==> src/design/asr_params.svh <==
/*
 * Constants for the accelerometer sample readout register bank.
 * Assumes inclusion by bare name from design files only.
 */
`ifndef ASR_PARAMS_SVH
`define ASR_PARAMS_SVH

`define ASR_ADDR_STATUS 8'h00
`define ASR_ADDR_X_HIGH 8'h01
`define ASR_ADDR_X_LOW 8'h02
`define ASR_ADDR_Y_HIGH 8'h03
`define ASR_ADDR_Y_LOW 8'h04
`define ASR_ADDR_Z_HIGH 8'h05
`define ASR_ADDR_Z_LOW 8'h06
`define ASR_ADDR_LAST 8'h06
`define ASR_BIT_ANY_OW 7
`define ASR_BIT_ANY_DR 3
`define ASR_OW_BASE 4
`define ASR_DR_BASE 0
`define ASR_SAMPLE_W 12
`define ASR_LOW_PAD 4'h0
`define ASR_ZERO_BYTE 8'h00
`define ASR_FIFO_OFF 2'h0
`define ASR_STATUS_RESET 8'h00

`endif

==> src/design/asr_pkg.sv <==
/*
 * Types shared by the sample readout register bank.
 * Assumes nothing of its surroundings.
 */
package asr_pkg;
   typedef enum logic [1:0] {
      ASR_AXIS_X,
      ASR_AXIS_Y,
      ASR_AXIS_Z
   } asr_axis_e;
endpackage

==> src/design/asr_readout.sv <==
/*
 * Read-side register bank for three-axis samples: status byte at 0x00,
 * six data bytes at 0x01..0x06 with auto-increment, fast-read skipping.
 * Status flags clear on high-byte reads. A low byte is served only
 * straight after its high byte, from a copy taken at that high read.
 * With the FIFO on, address 0x00 shows the FIFO status byte, 0x01 shows
 * the byte at the FIFO read pointer, and 0x02..0x06 read as zero.
 * Assumes a serial register front end that presents a one-cycle read
 * strobe with an address, takes the returned byte one cycle later, and
 * uses next_addr as the address of its next sequential read.
 * Assumes the FIFO block supplies its status and head byte as levels
 * and advances its read pointer on fifo_pop.
 * Assumes all inputs are synchronous to clk, and that new_sample bits
 * are one-cycle strobes with the sample words valid in that cycle.
 */
`timescale 1ns/10ps
`default_nettype none
`include "asr_params.svh"
//////////////////////////////////////////////////////////////////////////
module asr_readout
   import asr_pkg::*;
#(
   parameter int SAMPLE_W = `ASR_SAMPLE_W
) (
   input wire logic clk,
   input wire logic reset_n,
   input wire logic [1:0] fifo_mode,
   input wire logic fast_read,
   input wire logic [7:0] fifo_status,
   input wire logic [7:0] fifo_data,
   output logic fifo_pop,
   input wire logic [2:0] new_sample,
   input wire logic [SAMPLE_W-1:0] x_sample_in,
   input wire logic [SAMPLE_W-1:0] y_sample_in,
   input wire logic [SAMPLE_W-1:0] z_sample_in,
   input wire logic read_strobe,
   input wire logic [7:0] read_addr,
   output logic [7:0] read_data,
   output logic [7:0] next_addr
);
   // The byte split is fixed at an 8-bit high byte and a 4-bit low
   // nibble, so only a 12-bit sample can be served.
   if (SAMPLE_W != `ASR_SAMPLE_W) begin : g_width_check
      $error("asr_readout supports 12-bit samples only");
   end
   // Auto-increment wraps after the Z low byte.
   if (`ASR_ADDR_LAST != `ASR_ADDR_Z_LOW) begin : g_map_check
      $error("asr_readout data block must end at the Z low byte");
   end

   // State of the bank: the registered read byte, the high bytes of the
   // current sample set that are still unread, the combined flags, and
   // the low byte that the next strobe may serve.
   typedef struct packed {
      logic [7:0] read_data;
      logic [2:0] highs_pending;
      logic any_overwrite;
      logic any_ready;
      logic [2:0] low_open;
   } asr_top_s;

   asr_top_s state;
   asr_top_s next_state;
   logic [2:0] read_high;
   logic [7:0] high_byte [3];
   logic [7:0] low_hold [3];
   logic [2:0] ready;
   logic [2:0] overwrite;
   logic fifo_on;
   logic [7:0] status_byte;

   // Maps an address to the next one, with optional low-byte skipping.
   function automatic logic [7:0] step_addr(input logic [7:0] addr, input logic skip);
      logic [7:0] nxt;
      nxt = addr + 8'h01;
      if (addr >= `ASR_ADDR_LAST) begin
         nxt = `ASR_ADDR_STATUS;
      end else if (skip && addr != `ASR_ADDR_STATUS) begin
         nxt = addr + 8'h02;
      end
      if (nxt > `ASR_ADDR_LAST) begin
         nxt = `ASR_ADDR_STATUS;
      end
      return nxt;
   endfunction

   // True for the three high-byte addresses of the data block.
   function automatic logic is_high_addr(input logic [7:0] addr);
      return (addr == `ASR_ADDR_X_HIGH) || (addr == `ASR_ADDR_Y_HIGH) ||
             (addr == `ASR_ADDR_Z_HIGH);
   endfunction

   // Axis that owns a data address; the high and low byte of an axis share it.
   function automatic asr_axis_e axis_of(input logic [7:0] addr);
      asr_axis_e axis;
      axis = ASR_AXIS_X;
      case (addr)
         `ASR_ADDR_Y_HIGH, `ASR_ADDR_Y_LOW: begin
            axis = ASR_AXIS_Y;
         end
         `ASR_ADDR_Z_HIGH, `ASR_ADDR_Z_LOW: begin
            axis = ASR_AXIS_Z;
         end
         default: begin
            axis = ASR_AXIS_X;
         end
      endcase
      return axis;
   endfunction

   // True once every high byte of the current sample set has been read.
   function automatic logic set_done(input logic [2:0] pending);
      return pending == 3'b000;
   endfunction

   // Packs the combined and per-axis flags into the live status byte.
   function automatic logic [7:0] pack_status(
      input logic any_ow,
      input logic [2:0] axis_ow,
      input logic any_dr,
      input logic [2:0] axis_dr
   );
      logic [7:0] b;
      b = `ASR_STATUS_RESET;
      b[`ASR_BIT_ANY_OW] = any_ow;
      b[`ASR_OW_BASE+2:`ASR_OW_BASE] = axis_ow;
      b[`ASR_BIT_ANY_DR] = any_dr;
      b[`ASR_DR_BASE+2:`ASR_DR_BASE] = axis_dr;
      return b;
   endfunction

   assign fifo_on = (fifo_mode != `ASR_FIFO_OFF);

   //////////////////////////////////////////////////////////////////////
   // Per-axis slots.
   // high read decode
   // Flags are cleared by high reads only while the FIFO is off; with the
   // FIFO on, the same addresses belong to the FIFO path.
   always_comb begin
      read_high = 3'b000;
      if (read_strobe && !fifo_on && is_high_addr(read_addr)) begin
         read_high[axis_of(read_addr)] = 1'b1;
      end
   end

   // One slot per axis; each keeps its own sample, flags and low-byte copy.
   asr_axis_slot #(
      .SAMPLE_W(SAMPLE_W)
   ) u_slot_x (
      .clk(clk),
      .reset_n(reset_n),
      .new_sample(new_sample[ASR_AXIS_X]),
      .sample_in(x_sample_in),
      .read_high(read_high[ASR_AXIS_X]),
      .high_byte(high_byte[ASR_AXIS_X]),
      .low_hold(low_hold[ASR_AXIS_X]),
      .ready(ready[ASR_AXIS_X]),
      .overwrite(overwrite[ASR_AXIS_X])
   );

   asr_axis_slot #(
      .SAMPLE_W(SAMPLE_W)
   ) u_slot_y (
      .clk(clk),
      .reset_n(reset_n),
      .new_sample(new_sample[ASR_AXIS_Y]),
      .sample_in(y_sample_in),
      .read_high(read_high[ASR_AXIS_Y]),
      .high_byte(high_byte[ASR_AXIS_Y]),
      .low_hold(low_hold[ASR_AXIS_Y]),
      .ready(ready[ASR_AXIS_Y]),
      .overwrite(overwrite[ASR_AXIS_Y])
   );

   asr_axis_slot #(
      .SAMPLE_W(SAMPLE_W)
   ) u_slot_z (
      .clk(clk),
      .reset_n(reset_n),
      .new_sample(new_sample[ASR_AXIS_Z]),
      .sample_in(z_sample_in),
      .read_high(read_high[ASR_AXIS_Z]),
      .high_byte(high_byte[ASR_AXIS_Z]),
      .low_hold(low_hold[ASR_AXIS_Z]),
      .ready(ready[ASR_AXIS_Z]),
      .overwrite(overwrite[ASR_AXIS_Z])
   );

   //////////////////////////////////////////////////////////////////////
   // Status byte.
   always_comb begin
      status_byte = pack_status(state.any_overwrite, overwrite, state.any_ready, ready);
   end

   //////////////////////////////////////////////////////////////////////
   // Combined flags, read mux and low-byte window.
   always_comb begin
      next_state = state;
      if (read_strobe) begin
         next_state.low_open = 3'b000;
         case (read_addr)
            `ASR_ADDR_STATUS: begin
               next_state.read_data = fifo_on ? fifo_status : status_byte;
            end
            `ASR_ADDR_X_HIGH: begin
               next_state.read_data = fifo_on ? fifo_data : high_byte[ASR_AXIS_X];
               next_state.low_open[ASR_AXIS_X] = !fifo_on;
            end
            `ASR_ADDR_Y_HIGH: begin
               next_state.read_data = fifo_on ? `ASR_ZERO_BYTE : high_byte[ASR_AXIS_Y];
               next_state.low_open[ASR_AXIS_Y] = !fifo_on;
            end
            `ASR_ADDR_Z_HIGH: begin
               next_state.read_data = fifo_on ? `ASR_ZERO_BYTE : high_byte[ASR_AXIS_Z];
               next_state.low_open[ASR_AXIS_Z] = !fifo_on;
            end
            `ASR_ADDR_X_LOW: begin
               next_state.read_data = `ASR_ZERO_BYTE;
               if (!fifo_on && state.low_open[ASR_AXIS_X]) begin
                  next_state.read_data = low_hold[ASR_AXIS_X];
               end
            end
            `ASR_ADDR_Y_LOW: begin
               next_state.read_data = `ASR_ZERO_BYTE;
               if (!fifo_on && state.low_open[ASR_AXIS_Y]) begin
                  next_state.read_data = low_hold[ASR_AXIS_Y];
               end
            end
            `ASR_ADDR_Z_LOW: begin
               next_state.read_data = `ASR_ZERO_BYTE;
               if (!fifo_on && state.low_open[ASR_AXIS_Z]) begin
                  next_state.read_data = low_hold[ASR_AXIS_Z];
               end
            end
            default: begin
               // Reserved addresses read as zero.
               next_state.read_data = `ASR_ZERO_BYTE;
            end
         endcase
      end
      // Combined flags track one sample set: any new sample starts a set
      // that is complete once all three high bytes have been read.
      // combined overwrite clear
      next_state.highs_pending = state.highs_pending & ~read_high;
      if (set_done(next_state.highs_pending)) begin
         next_state.any_overwrite = 1'b0;
         next_state.any_ready = 1'b0;
      end
      if (|new_sample) begin
         // unretrieved set overwritten
         // A read of the last unread high in this same cycle completes the old
         // set, so only highs still unread after this cycle count as lost.
         if (!set_done(next_state.highs_pending)) begin
            next_state.any_overwrite = 1'b1;
         end
         next_state.any_ready = 1'b1;
         next_state.highs_pending = 3'b111;
      end
   end

   always_ff @(posedge clk) begin
      if (!reset_n) begin
         state <= '0;
      end else begin
         state <= next_state;
      end
   end

   assign read_data = state.read_data;
   // A FIFO head read pops only through address 0x01; the other data
   // addresses read zero and leave the FIFO alone.
   assign fifo_pop = read_strobe && fifo_on && read_addr == `ASR_ADDR_X_HIGH;
   // The next address is combinational so the front end can step within
   // the strobe cycle; from the status byte both modes go on to 0x01.
   // auto-increment one to six
   assign next_addr = step_addr(read_addr, fast_read);
endmodule
`default_nettype wire

==> src/design/asr_axis_slot.sv <==
/*
 * One axis: holds the sample, its ready and overwrite flags, and the
 * low byte captured when the high byte is read.
 * Assumes the parent decodes high-byte reads and new-sample strobes.
 */
`timescale 1ns/10ps
`default_nettype none
`include "asr_params.svh"
module asr_axis_slot
   import asr_pkg::*;
#(
   parameter int SAMPLE_W = `ASR_SAMPLE_W
) (
   input wire logic clk,
   input wire logic reset_n,
   input wire logic new_sample,
   input wire logic [SAMPLE_W-1:0] sample_in,
   input wire logic read_high,
   output logic [7:0] high_byte,
   output logic [7:0] low_hold,
   output logic ready,
   output logic overwrite
);
   // The low byte is the bottom nibble padded with zeros, so the split
   // only works for a 12-bit sample.
   if (SAMPLE_W != `ASR_SAMPLE_W) begin : g_width_check
      $error("asr_axis_slot supports 12-bit samples only");
   end

   typedef struct packed {
      logic [SAMPLE_W-1:0] sample;
      logic [7:0] low_hold;
      logic ready;
      logic overwrite;
   } asr_slot_s;

   asr_slot_s state;
   asr_slot_s next_state;

   always_comb begin
      next_state = state;
      if (read_high) begin
         next_state.low_hold = {state.sample[3:0], `ASR_LOW_PAD};
      end
      if (read_high) begin
         next_state.ready = 1'b0;
         next_state.overwrite = 1'b0;
      end
      if (new_sample) begin
         next_state.sample = sample_in;
         next_state.ready = 1'b1;
         if (state.ready && !read_high) begin
            next_state.overwrite = 1'b1;
         end
      end
   end

   always_ff @(posedge clk) begin
      if (!reset_n) begin
         state <= '0;
      end else begin
         state <= next_state;
      end
   end

   assign high_byte = state.sample[SAMPLE_W-1:4];
   assign low_hold = state.low_hold;
   assign ready = state.ready;
   assign overwrite = state.overwrite;
endmodule
`default_nettype wire

==> config.mk <==
export PLATFORM = sky130hd
export DESIGN_NAME = asr_readout
export DESIGN_NICKNAME = d
export VERILOG_FILES = /design/src/design/asr_pkg.sv /design/src/design/asr_readout.sv /design/src/design/asr_axis_slot.sv
export VERILOG_INCLUDE_DIRS = /design/src /design/src/design
export SDC_FILE = /design/constraint.sdc
export NUM_CORES = 1
export LEC_CHECK = 0
export BUFFER_PORTS_ARGS = -buffer_cell sky130_fd_sc_hd__buf_2
export CAP_MARGIN = 20
export CORE_UTILIZATION = 35
export DETAILED_ROUTE_END_ITERATION = 8
export GPL_TIMING_DRIVEN = 1
export PLACE_DENSITY = 0.65
export SETUP_SLACK_MARGIN = 0.4
export SLEW_MARGIN = 0
export SYNTH_ARGS = -nofsm -noshare
export SYNTH_HDL_FRONTEND = slang
export SYNTH_SLANG_ARGS = --single-unit
==> constraint.sdc <==
create_clock -name clk -period 2.4 [get_ports clk]
set_clock_uncertainty 0.15 [all_clocks]
set_input_delay 0.48 -clock clk [delete_from_list [all_inputs] [get_ports clk]]
set_output_delay 0.48 -clock clk [all_outputs]
set_load 0.02 [all_outputs]
==> results of run 1 <==
sequential cells by signal (all words and copies together) (netlist names):
register and cells:
u_slot_y.state 4, u_slot_z.ready 1, state 8, u_slot_z.state 4, u_slot_z.low_hold 4, u_slot_y.high_byte 8
u_slot_y.low_hold 4, u_slot_x.overwrite 1, u_slot_y.overwrite 1, u_slot_x.low_hold 4, u_slot_y.ready 1, u_slot_z.overwrite 1
read_data 8, u_slot_x.state 4, u_slot_x.ready 1, u_slot_x.high_byte 8, u_slot_z.high_byte 8
metrics by stage:
step	worst slack (ps)	cells	hold WS, ps
2_1_floorplan	141.0	383	284.7
3_3_place_gp	-119.4	591	317.4
3_5_place_dp	-193.1	591	321.5
4_1_cts	32.00	609	209.2
5_1_grt	7.768	612	214.4
6_report	42.97	612	220.6
logic make-up after synthesis:
kind of cell	after synthesis
AND/OR/NAND/NOR	136
flip-flops	70
AO/OA/AOI/OAI	64
multiplexers	58
buffers and inverters	45
adder cells (fa/ha/maj)	5
other	1
path summary, 6_finish.rpt:
check | depth (start not counted) | slack (ps) | from | endpoint
setup / recovery | 6 | 40 | read_addr[6] | fifo_pop
hold / removal | 3 | 220 | x_sample_in[11] | u_slot_x.high_byte[7]$_SDFFE_PN0P_
setup reg to reg | 6 | 690 | state[0]$_SDFFE_PN0P_ | read_data[5]$_SDFFE_PN0P_
hold reg to reg | 1 | 330 | u_slot_z.high_byte[0]$_SDFFE_PN0P_ | read_data[0]$_SDFFE_PN0P_
what timing repair did:
action | CTS | global route
pin swaps | 6 | 33
endpoints found under the hold margin | 0 | 0
gates resized for setup | 33 | 27
endpoints found under the setup margin | 21 | 32
setup buffers | 2 | 3
critical path: stages:
cell and delay [ps]:
buf_6 90, or3_4 400, buf_6 130, or3_4 340, nor3_4 140, buf_6 140
metal layers:
metal	vias to the layer above	wire length, um	GRT usage
li1	1533	-	-
met1	1481	4199	0.2454
met2	103	4783	0.3377
met3	17	568	0.03900
met4	0	230	0.08919
met5	-	0	0
power breakdown:
part / internal (mW) / total, mW / switching, mW
combinational: 0.186 / 0.380 / 0.194
clock: 0.610 / 1.06 / 0.453
sequential: 1.21 / 1.24 / 0.0314
placed cells by master, fill, tap and decap left out, types with 4 or more instances in the layout:
| cell type | synthesis | final |
|---|---|---|
| buf_6 | 1 | 12 |
| nand3_1 | 18 | 18 |
| clkbuf_8 | 0 | 10 |
| mux2i_1 | 50 | 48 |
| a221oi_1 | 5 | 4 |
| a32oi_1 | 4 | 4 |
| a21oi_1 | 20 | 11 |
| o21ai_0 | 9 | 8 |
| a221o_1 | 5 | 5 |
| nor2_1 | 66 | 64 |
| buf_2 | 5 | 71 |
| dfxtp_1 | 70 | 70 |
| nand2_1 | 14 | 14 |
| conb_1 | 1 | 5 |
| buf_4 | 13 | 37 |
| ha_4 | 0 | 4 |
| nor2b_1 | 7 | 5 |
| mux2_2 | 7 | 7 |
| a21oi_2 | 0 | 9 |
final cells by class:
type	instances	area, um2	area share
clock inverters	6	85.08	0.01818
repair buffers	124	843.3	0.1802
clock buffers	10	137.6	0.02940
multi-input cells	268	2013	0.4301
inverters	5	38.79	0.008287
well taps	129	161.4	0.03448
flip-flops and latches	70	1401	0.2994
==> flow_summary_export.csv, run 1 <==
group,metric,value,unit
yosys,synth_top_area_share,0.4131,
placement,placed_area,4156,um2
grt,grt_max_degree,34,
clocking,cts_max_path_buffers,2,
timing,hold_violations,0,
finish,synthToLayoutAreaGrowth,37.99,%
timing,fin_setup_tns,0,ps
yosys,synth_compound_area_frac,0.1332,
routing,wire_per_inst,15.98,um
yosys,syn_inst,379,
clocking,cts_root_buffer,"clkbuf_8",
yosys,synth_top_area_cell,"dfxtp_1",
clocking,path_clk_slew,70,ps
yosys,synth_simple_gate_area_frac,0.1918,
yosys,muxShareOfSynthArea,0.1741,
finish,nets,552,
routing,route.detailed.drc,0,
finish,nFillCells,889,
finish,diodes,0,
die,core,9328,um2
yosys,synth_xor_area_frac,0,
timing,rsz0062_at_grt,"true",
power,power.density,573.3,nW/um2
yosys,synthArstFlopShare,0,
yosys,syn_area_per_cell,8.950,um2
yosys,synth_top_family_by_area,"simple AND/OR/NAND/NOR gates",
critical_path,crit_path_end_kind,"output pin",
die,ioPinCount,86,
placement,dp_hpwl,7203,um
critical_path,cp_max_fo,2,
die,die_x,100.4,um
clocking,cts-hold-fix-buffers,0,
critical_path,path_class,"input pin to output pin",
grt,grt.total_usage,0.1996,
yosys,synth_cell_types,51,
yosys,syn-cell-area,3392,um2
finish,finalCoreUtilization,0.5018,
yosys,ys_seq_area_frac,0.4131,
yosys,yosysMostFrequentCell,"dfxtp_1",
clocking,htree_num_levels,3,
die,rows,35,
routing,firstDrtPassIters,4,
critical_path,required,1770,ps
timing,period_needed,2357,ps
finish,final_area,4681,um2
grt,antenna_found_initial,0,
yosys,synthTopCellsByCount,"dfxtp_1, nor2_1, mux2i_1, a21oi_1",
die,die_h,100.4,um
grt,grt_pass1_wl,15400,um
timing,fin_crit_sh,0.9821,
yosys,synthTopCellsByArea,"dfxtp_1, mux2i_1, nor2_1",
power,vdd_drop_max,327.5,uV
routing,drtAntennaViolNets,0,
critical_path,critPathLaunchType,"input pin",
finish,layout-drive-gt1-share,0.3913,
timing,fmax,424.3,MHz
power,leakage,2.055,nW
routing,vias,3134,
yosys,synth_edf_count,0,
clocking,cts.sinks,70,
yosys,synthAdderAreaFrac,0.01844,
die,start_util,0.3636,
run_status,status,"finished, final reports clean",
placement,portBuffers,80,
yosys,synthFlopType,"dfxtp_1",
routing,wirelength,9781,um
yosys,ys_ff_latch,70,
critical_path,worstPathArrival,1730,ps
die,die-area,10090,um2
clocking,clock_latency,340,ps
placement,gp_congestion,0.8741,
worst_hold_path,min_path_type,"input pin to register",
grt,overflow,0,
timing,finalSetupViolCount,0,
timing,drv_slew,0,
power,finalPower,2.683,mW
grt,grt_pass1_vias,3075,
routing,via_per_inst,5.121,
routing,drtIter0Drc,210,
clocking,cts_tree,"built",
job,maxCapViolCount,0,
clocking,numCtsBuffers,9,
yosys,yosys_warnings,0,
Power figures use the tool's default switching activity.
==> inputs of run 2 (changes only) <==
- GPL_TIMING_DRIVEN: 1 -> 0
==> flow_summary_export.csv, run 2 (synthesis results as in run 1) <==
group,metric,value,unit
run_status,status,"finished, violations left",
run_status,violations,"setup timing",
power,vdd_drop_max,388.1,uV
die,rows,35,
die,die-area,10090,um2
critical_path,cp_max_fo,7,
grt,grt_pass1_vias,3004,
placement,dp_hpwl,7311,um
routing,drtAntennaViolNets,0,
finish,nets,556,
timing,drv_slew,0,
routing,met2_length,4677,um
clocking,cts_tree,"built",
critical_path,r2r_slack,680,ps
placement,portBuffers,77,
clocking,path_clk_slew,70,ps
power,comb_power_share,0.149,
clocking,cts_max_path_buffers,2,
power,p_sw_frac,0.2636,
grt,overflow,0,
routing,wirelength,9831,um
die,die_x,100.4,um
critical_path,required,1770,ps
critical_path,crit_path_end_kind,"output pin",
routing,firstDrtPassIters,4,
routing,wire_per_inst,15.96,um
grt,grt_max_degree,12,
critical_path,path_class,"input pin to output pin",
finish,layout-drive-gt1-share,0.3552,
finish,nFillCells,901,
finish,final_cell_mix,"buf_2, dfxtp_1, nor2_1",
die,ioPinCount,86,
timing,hold_violations,0,
timing,fin_setup_tns,-55.47,ps
clocking,htree_num_levels,3,
clocking,numCtsBuffers,9,
grt,grt_pass1_wl,15240,um
routing,top_layer,"met4",
timing,fin_crit_sh,1.012,
power,seqPwrFrac,0.490,
placement,dpl_worst_slack,-379.3,ps
clocking,cts_root_buffer,"clkbuf_8",
critical_path,path_cells,"buf_12 > ha_2 > nor2b_2 > a22oi_2 > o2111ai_4 > a21oi_2 > buf_4",
timing,max-slew-margin-rel,0.4877,
routing,vias,3159,
timing,fmax,411.5,MHz
placement,gp_congestion,0.9120,
clocking,clock_latency,340,ps
die,core,9328,um2
die,start_util,0.3636,
power,finalPower,2.527,mW
routing,drtIter0Drc,164,
timing,rsz0062_at_grt,"true",
timing,fin_ws,-29.92,ps
finish,synthToLayoutAreaGrowth,34.93,%
grt,antenna_found_initial,0,
timing,period_needed,2430,ps
routing,route.detailed.drc,0,
power,p_int,1.861,mW
grt,grt.total_usage,0.2008,
critical_path,critPathLaunchType,"input pin",
critical_path,cp_slowest_stage_delay,330,ps
critical_path,worstPathArrival,1800,ps
finish,diodes,0,
power,leakage,2.035,nW
die,die_h,100.4,um
power,power.density,552.2,nW/um2
critical_path,critPathSlowestCell,"nor2b_2",
power,p_switching,0.6662,mW
clocking,cts.sinks,70,
routing,wl_met3,465,um
routing,wl_met1,4447,um
worst_hold_path,min_path_type,"input pin to register",
timing,worst-slew-pin-transition,768.4,ps
timing,finalSetupViolCount,3,
power,p_clk_frac,0.361,
critical_path,r2r_cells,5,
worst_hold_path,min_path_cells,3,
routing,via_per_inst,5.128,
job,maxCapViolCount,0,
finish,final_common_cell,"buf_2",
-- run 2: cell count changes in the layout (fill, tap and decap cells not counted), moves of 4 or more --
cell | previous run | this run
a21oi_1 | 11 | 19
a21oi_2 | 9 | 1
buf_4 | 37 | 23
clkbuf_1 | 0 | 13
clkbuf_2 | 0 | 4
-- run 2: metal layers --
metal  vias up  track usage
met3        23      0.03134
met2        97       0.3356
met4         0      0.08807
met5         -            0
li1       1540            -
met1      1499       0.2560
-- run 2: final timing paths --
| path | start | end |
|---|---|---|
| worst max register to register | state[0]$_SDFFE_PN0P_ | read_data[6]$_SDFFE_PN0P_ |
| worst min-delay path | y_sample_in[1] | u_slot_y.state[11]$_SDFFE_PN0P_ |
| worst min register to register | u_slot_z.high_byte[0]$_SDFFE_PN0P_ | read_data[0]$_SDFFE_PN0P_ |
| worst max-delay path | read_addr[1] | next_addr[1] |
-- run 2: area by class of cell --
class | instances | area [um2] | share of cell area
plain buffers | 40 | 274.0 | 0.05987
clock buffers | 11 | 131.4 | 0.02870
clock inverters | 5 | 50.05 | 0.01093
inverters | 5 | 38.79 | 0.008475
multi-input cells | 268 | 1981 | 0.4328
flip-flops and latches | 70 | 1401 | 0.3062
well taps | 129 | 161.4 | 0.03527
repair buffers | 88 | 539.3 | 0.1178
-- run 2: timing repair --
action	CTS	global route
pin swaps	7	9
hold buffers	0	0
resized for setup	36	29
cloned	0	0
setup endpoints to repair	28	27
buffers inserted	4	7
-- run 2: critical path: cells and delay by family --
family	cells	cell delay, ps
compound gates	3	500
fa+ha+maj	1	210
buf+inv	2	270
simple gates	1	330
-- run 2: through the flow --
step / utilization / hold slack, ps / std cells / instance area, um2
5_1_grt: 0.4907 / 225.1 / 616 / 4577
3_5_place_dp: 0.4361 / 300.6 / 589 / 4068
2_1_floorplan: - / 284.7 / 383 / 3521
3_3_place_gp: 0.4361 / 291.6 / 589 / 4068
6_report: 0.4907 / 216.5 / 616 / 4577
4_1_cts: 0.4748 / 211.5 / 609 / 4429
-- run 2: power by group through the flow --
stage | logic [mW] | registers (mW) | clock network [mW]
3_3_place_gp | 0.319 | 1.26 | 0
3_5_place_dp | 0.324 | 1.26 | 0
4_1_cts | 0.352 | 1.24 | 0.916
5_1_grt | 0.411 | 1.24 | 0.969
6_report | 0.376 | 1.24 | 0.913
2_1_floorplan | 0.209 | 1.25 | 0
